### src/shared/ppsc_pkg.sv
// Constants and types for the parallel port status and control slice
package ppsc_pkg;

   // -----------------------------------------------------------------
   // Register offsets and reset values
   // -----------------------------------------------------------------
   localparam logic [2:0] OFS_STATUS  = 3'h1;
   localparam logic [2:0] OFS_CONTROL = 3'h2;
   localparam logic [7:0] CTRL_RESET  = 8'hC0;
   localparam logic [7:0] BYTE_ZERO   = 8'h00;

   // -----------------------------------------------------------------
   // Field positions
   // -----------------------------------------------------------------
   localparam int STS_BUSY_BIT  = 7;
   localparam int STS_ACK_BIT   = 6;
   localparam int STS_PAPER_BIT = 5;
   localparam int STS_SEL_BIT   = 4;
   localparam int STS_FAULT_BIT = 3;
   localparam int STS_TMO_BIT   = 0;
   localparam int CTL_DIR_BIT   = 5;
   localparam int CTL_IRQEN_BIT = 4;

   // Lane order of the synchronised peripheral inputs
   localparam int SYN_BUSY  = 0;
   localparam int SYN_ACK   = 1;
   localparam int SYN_PAPER = 2;
   localparam int SYN_SEL   = 3;
   localparam int SYN_FAULT = 4;
   localparam int SYN_LANES = 5;

   // -----------------------------------------------------------------
   // Port modes
   // -----------------------------------------------------------------
   localparam logic [2:0] MODE_SPP      = 3'h0;
   localparam logic [2:0] MODE_SPP_EXT  = 3'h1;
   localparam logic [2:0] MODE_EPP      = 3'h2;
   localparam logic [2:0] MODE_ECP      = 3'h3;
   localparam logic [2:0] MODE_PP_FIFO  = 3'h4;
   localparam logic [2:0] MODE_TEST_FIF = 3'h5;

   // Nibble reverse transfer phase
   typedef enum logic [1:0] {
      NIB_LOW  = 2'b01,
      NIB_HIGH = 2'b10
   } nib_phase_e;

   // -----------------------------------------------------------------
   // Timing
   // -----------------------------------------------------------------
   localparam int CLK_PERIOD_NS  = 100;
   localparam int EPP_TIMEOUT_NS = 10000;
   localparam int TMO_CYCLES_INT =
      (EPP_TIMEOUT_NS + CLK_PERIOD_NS - 1) / CLK_PERIOD_NS;
   localparam logic [7:0] TMO_CYCLES = 8'(TMO_CYCLES_INT);
   localparam logic [7:0] TMO_ZERO   = 8'h00;
   localparam logic [7:0] TMO_ONE    = 8'h01;

endpackage

### src/hw/sync_two_flop.sv
// Two-stage synchroniser for a group of asynchronous levels
`timescale 1ns/1ps
module sync_two_flop #(
   parameter int WIDTH = 1
) (
   input  wire logic             core_clk,
   input  wire logic             rst_n,
   input  wire logic [WIDTH-1:0] asyncIn,
   output logic      [WIDTH-1:0] syncOut
);

   // -----------------------------------------------------------------
   // State
   // -----------------------------------------------------------------
   typedef struct packed {
      logic [WIDTH-1:0] meta;
      logic [WIDTH-1:0] stable;
   } sync_s;

   sync_s st_q;
   sync_s st_d;

   // First stage feeds only the second stage
   always_comb begin
      st_d        = st_q;
      st_d.meta   = asyncIn;
      st_d.stable = st_q.meta;
   end

   // Both stages clear to zero; inputs settle within two edges
   always_ff @(posedge core_clk or negedge rst_n) begin
      if (!rst_n) begin
         st_q <= '0;
      end else begin
         st_q <= st_d;
      end
   end

   assign syncOut = st_q.stable;
endmodule

### src/hw/epp_timeout_timer.sv
// Watchdog that flags an EPP cycle running past the minimum timeout
`timescale 1ns/1ps
module epp_timeout_timer (
   input  wire logic core_clk,
   input  wire logic rst_n,
   input  wire logic cycleActive,
   output logic      expire
);

   // -----------------------------------------------------------------
   // State
   // -----------------------------------------------------------------
   typedef struct packed {
      logic [7:0] count;
      logic       expire;
   } tmo_s;

   tmo_s st_q;
   tmo_s st_d;

   // Count active cycles; fire once, then saturate until the cycle ends
   always_comb begin
      st_d        = st_q;
      st_d.expire = 1'b0;
      if (!cycleActive) begin
         st_d.count = ppsc_pkg::TMO_ZERO;
      end else if (st_q.count != ppsc_pkg::TMO_CYCLES) begin
         st_d.count = st_q.count + ppsc_pkg::TMO_ONE;
         if (st_q.count == ppsc_pkg::TMO_CYCLES - ppsc_pkg::TMO_ONE) begin
            st_d.expire = 1'b1;
         end
      end
   end

   always_ff @(posedge core_clk or negedge rst_n) begin
      if (!rst_n) begin
         st_q <= '0;
      end else begin
         st_q <= st_d;
      end
   end

   assign expire = st_q.expire;
endmodule

### src/hw/parallel_port_status_control.sv
// Status and control registers of a host parallel port controller
`timescale 1ns/1ps
module parallel_port_status_control (
   input  wire logic       core_clk,
   input  wire logic       rst_n,
   input  wire logic [2:0] regAddr,
   input  wire logic [7:0] wrData,
   input  wire logic       wrStrobe,
   input  wire logic       rdStrobe,
   output logic      [7:0] rdData,
   input  wire logic [2:0] portMode,
   input  wire logic       dmaMode,
   input  wire logic       nibbleMode,
   input  wire logic       eppCycleActive,
   input  wire logic       busyIn,
   input  wire logic       ackIn_n,
   input  wire logic       paperOut,
   input  wire logic       peripheralSelected,
   input  wire logic       faultIn_n,
   output logic      [7:0] ctrlLines,
   output logic            irqPulse,
   output logic      [7:0] nibbleData,
   output logic            nibbleValid
);

   // -----------------------------------------------------------------
   // State
   // -----------------------------------------------------------------
   typedef struct packed {
      logic [7:0]           ctrl;
      logic                 tmoFlag;
      logic [7:0]           rdData;
      logic                 ackPrev;
      logic                 irq;
      ppsc_pkg::nib_phase_e phase;
      logic [3:0]           lowNib;
      logic [7:0]           nibData;
      logic                 nibValid;
   } state_s;

   state_s                         st_q;
   state_s                         st_d;
   logic [ppsc_pkg::SYN_LANES-1:0] rawLines;
   logic [ppsc_pkg::SYN_LANES-1:0] syncLines;
   logic                           tmoExpire;
   logic                           eppMode;
   logic                           dirReadZero;
   logic                           statusRead;
   logic                           statusWrite;
   logic                           ctrlWrite;
   logic                           ackRise;
   logic                           tmoBecomesSet;
   logic [7:0]                     statusByte;
   logic [7:0]                     ctrlByte;
   logic [3:0]                     curNib;

   // -----------------------------------------------------------------
   // Input synchronisation and timeout watchdog
   // -----------------------------------------------------------------
   // Cable lines are asynchronous to the core clock. Active-low lines
   // are turned active-high first, so the zero reset of the
   // synchroniser matches an idle cable and no false acknowledge
   // release is seen just after reset.
   assign rawLines = {~faultIn_n, peripheralSelected, paperOut,
                      ~ackIn_n, busyIn};

   sync_two_flop #(
      .WIDTH (ppsc_pkg::SYN_LANES)
   ) u_sync (
      .core_clk (core_clk),
      .rst_n    (rst_n),
      .asyncIn  (rawLines),
      .syncOut  (syncLines)
   );

   // Watchdog only runs while an EPP cycle is in flight
   epp_timeout_timer u_tmo (
      .core_clk    (core_clk),
      .rst_n       (rst_n),
      .cycleActive (eppCycleActive && eppMode),
      .expire      (tmoExpire)
   );

   // -----------------------------------------------------------------
   // Decode and read values
   // -----------------------------------------------------------------
   assign eppMode     = (portMode == ppsc_pkg::MODE_EPP);
   // Direction bit is write-only in these modes and reads as zero
   assign dirReadZero = (portMode == ppsc_pkg::MODE_SPP) ||
                        (portMode == ppsc_pkg::MODE_PP_FIFO);
   assign statusRead  = rdStrobe && (regAddr == ppsc_pkg::OFS_STATUS);
   assign statusWrite = wrStrobe && (regAddr == ppsc_pkg::OFS_STATUS);
   assign ctrlWrite   = wrStrobe && (regAddr == ppsc_pkg::OFS_CONTROL);
   // Acknowledge going back inactive marks a taken character; the
   // lane holds the asserted level, so a release is a falling lane
   assign ackRise     = !syncLines[ppsc_pkg::SYN_ACK] && st_q.ackPrev;
   assign tmoBecomesSet = tmoExpire && !st_q.tmoFlag;

   // Live status byte; reserved bits read zero
   always_comb begin
      statusByte = ppsc_pkg::BYTE_ZERO;
      statusByte[ppsc_pkg::STS_BUSY_BIT] =
         !syncLines[ppsc_pkg::SYN_BUSY];
      statusByte[ppsc_pkg::STS_ACK_BIT] =
         !syncLines[ppsc_pkg::SYN_ACK];
      statusByte[ppsc_pkg::STS_PAPER_BIT] =
         syncLines[ppsc_pkg::SYN_PAPER];
      statusByte[ppsc_pkg::STS_SEL_BIT] =
         syncLines[ppsc_pkg::SYN_SEL];
      statusByte[ppsc_pkg::STS_FAULT_BIT] =
         !syncLines[ppsc_pkg::SYN_FAULT];
      // Outside EPP the flag is hidden to keep the value meaningful
      statusByte[ppsc_pkg::STS_TMO_BIT] = eppMode && st_q.tmoFlag;
   end

   // Control readback with the direction bit masked per mode
   always_comb begin
      ctrlByte = st_q.ctrl;
      if (dirReadZero) begin
         ctrlByte[ppsc_pkg::CTL_DIR_BIT] = 1'b0;
      end
   end

   // Nibble carried on busy, paper, select and fault
   assign curNib = {statusByte[ppsc_pkg::STS_BUSY_BIT],
                    statusByte[ppsc_pkg::STS_PAPER_BIT],
                    statusByte[ppsc_pkg::STS_SEL_BIT],
                    statusByte[ppsc_pkg::STS_FAULT_BIT]};

   // -----------------------------------------------------------------
   // Next state
   // -----------------------------------------------------------------
   always_comb begin
      st_d          = st_q;
      st_d.irq      = 1'b0;
      st_d.nibValid = 1'b0;
      st_d.ackPrev  = syncLines[ppsc_pkg::SYN_ACK];

      // Read data stand only in the cycle after the strobe
      st_d.rdData = ppsc_pkg::BYTE_ZERO;
      if (rdStrobe) begin
         case (regAddr)
            ppsc_pkg::OFS_STATUS: begin
               st_d.rdData = statusByte;
            end
            ppsc_pkg::OFS_CONTROL: begin
               st_d.rdData = ctrlByte;
            end
            default: begin
               st_d.rdData = ppsc_pkg::BYTE_ZERO;
            end
         endcase
      end

      // All control bits are stored; bit 5 masking is on read only
      if (ctrlWrite) begin
         st_d.ctrl = wrData;
      end

      // Clear on read; a write to bit 0 is ignored. A timeout in the
      // same cycle as the read wins so the event is never lost.
      if (statusRead) begin
         st_d.tmoFlag = 1'b0;
      end
      if (tmoExpire) begin
         st_d.tmoFlag = 1'b1;
      end

      // Interrupt on acknowledge release or timeout becoming set
      if (st_q.ctrl[ppsc_pkg::CTL_IRQEN_BIT] &&
          ((ackRise && !dmaMode) || (tmoBecomesSet && eppMode))) begin
         st_d.irq = 1'b1;
      end

      // Each status read in nibble mode takes one nibble, low first
      if (!nibbleMode) begin
         st_d.phase = ppsc_pkg::NIB_LOW;
      end else if (statusRead) begin
         case (st_q.phase)
            ppsc_pkg::NIB_LOW: begin
               st_d.lowNib = curNib;
               st_d.phase  = ppsc_pkg::NIB_HIGH;
            end
            ppsc_pkg::NIB_HIGH: begin
               st_d.nibData  = {curNib, st_q.lowNib};
               st_d.nibValid = 1'b1;
               st_d.phase    = ppsc_pkg::NIB_LOW;
            end
            default: begin
               st_d.phase = ppsc_pkg::NIB_LOW;
            end
         endcase
      end
   end

   // -----------------------------------------------------------------
   // Registers
   // -----------------------------------------------------------------
   always_ff @(posedge core_clk or negedge rst_n) begin
      if (!rst_n) begin
         st_q          <= '0;
         st_q.ctrl     <= ppsc_pkg::CTRL_RESET;
         st_q.ackPrev  <= 1'b0; // Idle cable: acknowledge not asserted
         st_q.phase    <= ppsc_pkg::NIB_LOW;
      end else begin
         st_q <= st_d;
      end
   end

   assign rdData      = st_q.rdData;
   assign ctrlLines   = st_q.ctrl;
   assign irqPulse    = st_q.irq;
   assign nibbleData  = st_q.nibData;
   assign nibbleValid = st_q.nibValid;
endmodule

### config.mk
export PLATFORM = sky130hd
export DESIGN_NAME = parallel_port_status_control
export DESIGN_NICKNAME = d
export VERILOG_FILES = /design/src/shared/ppsc_pkg.sv /design/src/hw/sync_two_flop.sv /design/src/hw/epp_timeout_timer.sv /design/src/hw/parallel_port_status_control.sv
export SDC_FILE = /design/constraint.sdc
export NUM_CORES = 1
export LEC_CHECK = 0
export BUFFER_PORTS_ARGS = -buffer_cell sky130_fd_sc_hd__buf_2
export CORE_MARGIN = 2
export CORE_UTILIZATION = 57
export DETAILED_ROUTE_END_ITERATION = 10
export PLACE_DENSITY_LB_ADDON = 0.25
export SETUP_SLACK_MARGIN = 0.1
export SLEW_MARGIN = 25
export SYNTH_ARGS = -nofsm -noshare
export SYNTH_HDL_FRONTEND = slang
export SYNTH_SLANG_ARGS = --single-unit
### constraint.sdc
create_clock -name core_clk -period 4.3 [get_ports core_clk]
set_clock_uncertainty 0.1 [all_clocks]
set_input_delay 0.43 -clock core_clk [delete_from_list [all_inputs] [get_ports core_clk]]
set_output_delay 0.43 -clock core_clk [all_outputs]
set_load 0.005 [all_outputs]
-- Yosys cells after proc, flatten, opt, wreduce, memory -nomap -nowiden
Cells that the tools add are included.
- register bits after elaboration: 53
- input bits: 26
- output and inout bits: 26
- logic and storage cells: 62
- add/subtract/negate cells: 1
- equality and inequality tests: 10
- muxes and demuxes: 16
- bitwise operators: 2
- reduce and logical (&&, ||, !) cells: 20
- operators with widths (cell ; number):
    $mux 9 ; 2
    $mux 8 ; 2
    $pmux 8 s2 ; 1
    $mux 15 ; 1
    $logic_and 1x1->1 ; 9
    $add 8x1->8 const B ; 1
    $eq 8x7->1 const B ; 1
    $ne 8x7->1 const B ; 1
    $mux 1 ; 7
    $eq 3x2->1 const B ; 2
    $reduce_and 3->1 ; 2
    $logic_not 1->1 ; 5
    $mux 2 ; 2
    $mux 4 ; 1
    $eq 3x1->1 const B ; 1
    $eq 3x3->1 const B ; 1
    $logic_not 3->1 ; 1
    $eq 2x1->1 const B ; 1
    $eq 2x2->1 const B ; 1
    $logic_or 1x1->1 ; 2
    $ne 2x1->1 const B ; 1
    $ne 2x2->1 const B ; 1
    $not 1->1 ; 2
    $reduce_bool 2->1 ; 1

-- Longest topological paths before layout
- depth after elaboration: 6
- mapped depth: 5
- gate-level depth less buffers: 5

-- By module
A second synthesis with hierarchy kept.
- cells, all modules: 179
- area total of the unflattened synthesis: 2282.2 um2
- modules (own cells, without submodules) (module ; instances ; cells each ; area each (um2) ; sequential area each (um2)):
    parallel_port_status_control ; 1 ; 119 ; 1545.2 ; 854.6
    epp_timeout_timer ; 1 ; 50 ; 486.7 ; 225.2
    sync_two_flop ; 1 ; 10 ; 250.2 ; 250.2

-- Least setup slack after synthesis
Ideal clock, no wire load.
- kind: input to register
- start: input port regAddr[2]
- end: register st_q (netlist bit nibbleData[0])
- library setup time: 0.125 ns
- arrival time: 1.414 ns
- data required time: 4.075 ns
- slack: 2.662 ns
- stages: 3
- buffers on the path: 0
- path through: nand4bb_4 nor3_4 mux2_2
- word-level cells in the longest chain between the ends: 3
- RTL lines (what ; RTL line ; source):
    start, declared ; parallel_port_status_control.sv:6 ; input wire logic [2:0] regAddr,
    $eq 3x1->1 ; parallel_port_status_control.sv:91 ; assign statusRead = rdStrobe && (regAddr == ppsc_pkg::OFS_STATUS);
    $logic_and 1x1->1 ; parallel_port_status_control.sv:91 ;
    $reduce_and 3->1 (no source line) ; n/a ;
    end signal, assigned ; parallel_port_status_control.sv:206 ; st_q <= st_d;
    end, declared ; parallel_port_status_control.sv:41 ; state_s st_q;
Every way passes these cells.
A chain may end at the register's enable or synchronous reset.

-- Worst setup path in the final report
- start: input port regAddr[2]
- end: register st_q (netlist bit nibbleData[5])
Same word-level chain as after synthesis.

==> run_results.csv <==
group,metric,value,unit
setup_path,required,4390,ps
logic_synthesis,synthDistinctLibCells,39,
setup_path,crit_fanout,9,
timing,setup_viol,0,
timing,tightest_slew,636,ps
route,routedWlPerCell,14.8,um
logic_synthesis,ys_warn_count,0,
clock_tree,cts_sinks,53,
placement,dpl.cell_count,249,
cells_and_area,stdcell_count,257,
cells_and_area,antenna_cells,0,
clock_tree,clk_pin_slew,90,ps
setup_path,worstPathArrival,1680,ps
clock_tree,htree_levels,2,
cells_and_area,n_fill_cell,301,
logic_synthesis,yosys_most_used_dff,"dfrtp_1",
placement,hpwl,2740,um
die,ios,52,
clock_tree,root_buffer,"clkbuf_8",
logic_synthesis,yosys.area.top_type,"dfrtp_1",
timing,slew_headroom,57.6,%
clock_tree,cts_resized,0,
placement,port_buffers,51,
die,start_util,60.4,%
logic_synthesis,synthTopCellsByArea,"dfrtp_1, buf_4, mux2_2",
route,met2WireLength,2030,um
logic_synthesis,synth.yosys.seq_area_share,59.3,%
route,top_layer,"met4",
clock_tree,clock_latency,300,ps
min_path,hp-class,"in2async",
clock_tree,post-cts-setup-buffers,0,
route,via_count,1367,
timing,hold_violations,0,
outcome,status,"complete, no violations",
die,core.rowCount,22,
route,drt_iter0_drc,87,
global_routing,grt_pass1_vias,1302,
cells_and_area,fin_area,2510,sq um
clock_tree,cts_hold_buf,0,
clock_tree,numCtsBuffers,5,
placement,globalplace.congestion,0.787,
cells_and_area,multi_input_area,687,sq um
setup_path,critPathKind,"in2reg",
setup_path,crit_family,"simple AND/OR/NAND/NOR gates",
cells_and_area,regArea,1330,sq um
logic_synthesis,synthArstFlopShare,100,%
route,vias_per_cell,5.32,
setup_path,crit_buf_inv,1,
cells_and_area,drive_gt1_share,41.1,%
setup_path,path_cells,"buf_2, nand4bb_4, nor3_4, mux2_2",
setup_path,critPathCaptureType,"register",
power_and_ir_drop,powerDensity,411,nW/um^2
job,max_cap_violations,0,
route,wirelength,3810,um
setup_path,max_stage_delay,450,ps
logic_synthesis,synth_top_cell_area_share,55.7,%
setup_path,cp-start-kind,"primary input",
global_routing,grtUsageTotal,18.3,%
cells_and_area,final_core_util,67.5,%
placement,place_area,2370,sq um
cells_and_area,area_delta_synth_final,11.7,%
timing,min_period,1590,ps
die,die_h,66.8,um
global_routing,grt_max_degree,54,
placement,place_ws,2380,ps
route,wl_met3,171,um
clock_tree,cts_tree,"done",
logic_synthesis,syn_area_per_cell,12.8,sq um
global_routing,grt_overflow_total,0,
route,wl_met1,1560,um
global_routing,antenna_found_initial,0,
die,coreArea,3720,sq um
timing,timing.setup.tns,0,ps
timing,period_share,37.1,%
cells_and_area,final_common_cell,"buf_2",
timing,setup_slack,2710,ps
die,die_area,4460,sq um
logic_synthesis,syn_inst,176,
setup_path,startpoint,"regAddr[2]",
route,first_pass_iters,4,
global_routing,grt_first_pass_wirelength,5900,um
route,ant_nets,0,
timing,max_freq,628,MHz
route,drc_errors,0,
setup_path,r2r-start,"st_q[13]",
logic_synthesis,syn-cell-area,2240,sq um
timing,slew_viol_final,0,
cells_and_area,nNetsFinal,236,
cells_and_area,layout_common_cells,"buf_2, dfrtp_1, mux2_2",
logic_synthesis,synth_edf_count,0,
clock_tree,clockBufferDepth,2,
setup_path,slowest_stage,"nor3_4",
timing,rsz0062_at_grt,"no",
die,die_w,66.8,um
logic_synthesis,syn-num-nets,204,
logic_synthesis,synth_seq_cells,53,
power_and_ir_drop,ir_worst_vdd,0.000202,V
power_and_ir_drop,power_leakage,0.00124,uW
[worst reg2reg max path: stages, from the launching register on]
cell	delay, ps
dfstp_2	580
and4b_1	340
mux2_2	370
[report_power, final]
group	leakage (uW)	switching, uW	internal (uW)	total, uW
Clock	0.0000681	155	231	386
Sequential	0.000671	23.5	537	560
Combinational	0.000501	38.3	46.7	85.0
Total	0.00124	217	814	1030
[area by class of cell]
cell class,count,area share (%)
flip-flops and latches,53,53.0
well taps,48,2.40
clock buffers,5,2.74
repair buffers,52,10.5
clock inverters,3,2.59
inverters,9,1.35
multi-input cells,87,27.4
[layer usage]
layer / vias to the layer above / track usage [%]
li1: 647 / -
met1: 682 / 21.3
met2: 34 / 31.9
met3: 4 / 5.07
met4: 0 / 7.14
met5: - / 0
[path summary, 6_finish.rpt]
kind / cells after the start / to / slack (ps)
hold reg to reg: 0 / u_sync.syncOut[2] / 250
hold / removal: 2 / u_sync.st_d[1] / 130
max in group asynchronous: 2 / nibbleData[5] / 3540
min in group core_clk: 1 / u_sync.st_d[2] / 130
setup / recovery: 4 / nibbleData[5] / 2710
setup reg to reg: 2 / st_q[11] / 2810
[cells in the mapped netlist (2+ instances only)]
cell type and number:
mux2i_1 5, buf_4 24, or4_1 2, dfrtp_1 50
nor2_1 2, o21ai_0 7, a31oi_1 2, ha_1 2
nand2_1 13, and2_1 2, dfstp_2 3, nand3_1 4
or3_1 2, nor3b_1 4, a21oi_1 4, buf_2 2
mux2_2 16, inv_1 9, and4bb_2 3
[cell families (layout without fill, tap and decap cells)]
logic type / count (synthesis) / in the layout / synth area share, %
flip-flops: 53 / 53 / 59.3
AND/OR/NAND/NOR: 43 / 43 / 13.2
buffers and inverters: 36 / 69 / 10.1
multiplexers: 21 / 21 / 10.3
AO/OA/AOI/OAI: 19 / 19 / 5.24
adder cells (fa/ha/maj): 2 / 2 / 1.11
XOR/XNOR: 2 / 2 / 0.781
[metrics by stage]
step / hold WS (ps) / total power (uW)
after global placement: 233 / 649
after floorplan: 34.4 / 627
after detailed placement: 235 / 656
final: 131 / 1030
after global routing: 113 / 1080
after CTS: 120 / 1040
[registers in the layout (all words and copies together), names as in the netlist]
signal          flops
u_sync.st_d         5
u_tmo.st_q          8
nibbleValid         1
rdData              8
nibbleData          8
irqPulse            1
u_sync.syncOut      5
ctrlLines           8
u_tmo.expire        1
st_q                8
(Power assumes the default switching activity.)
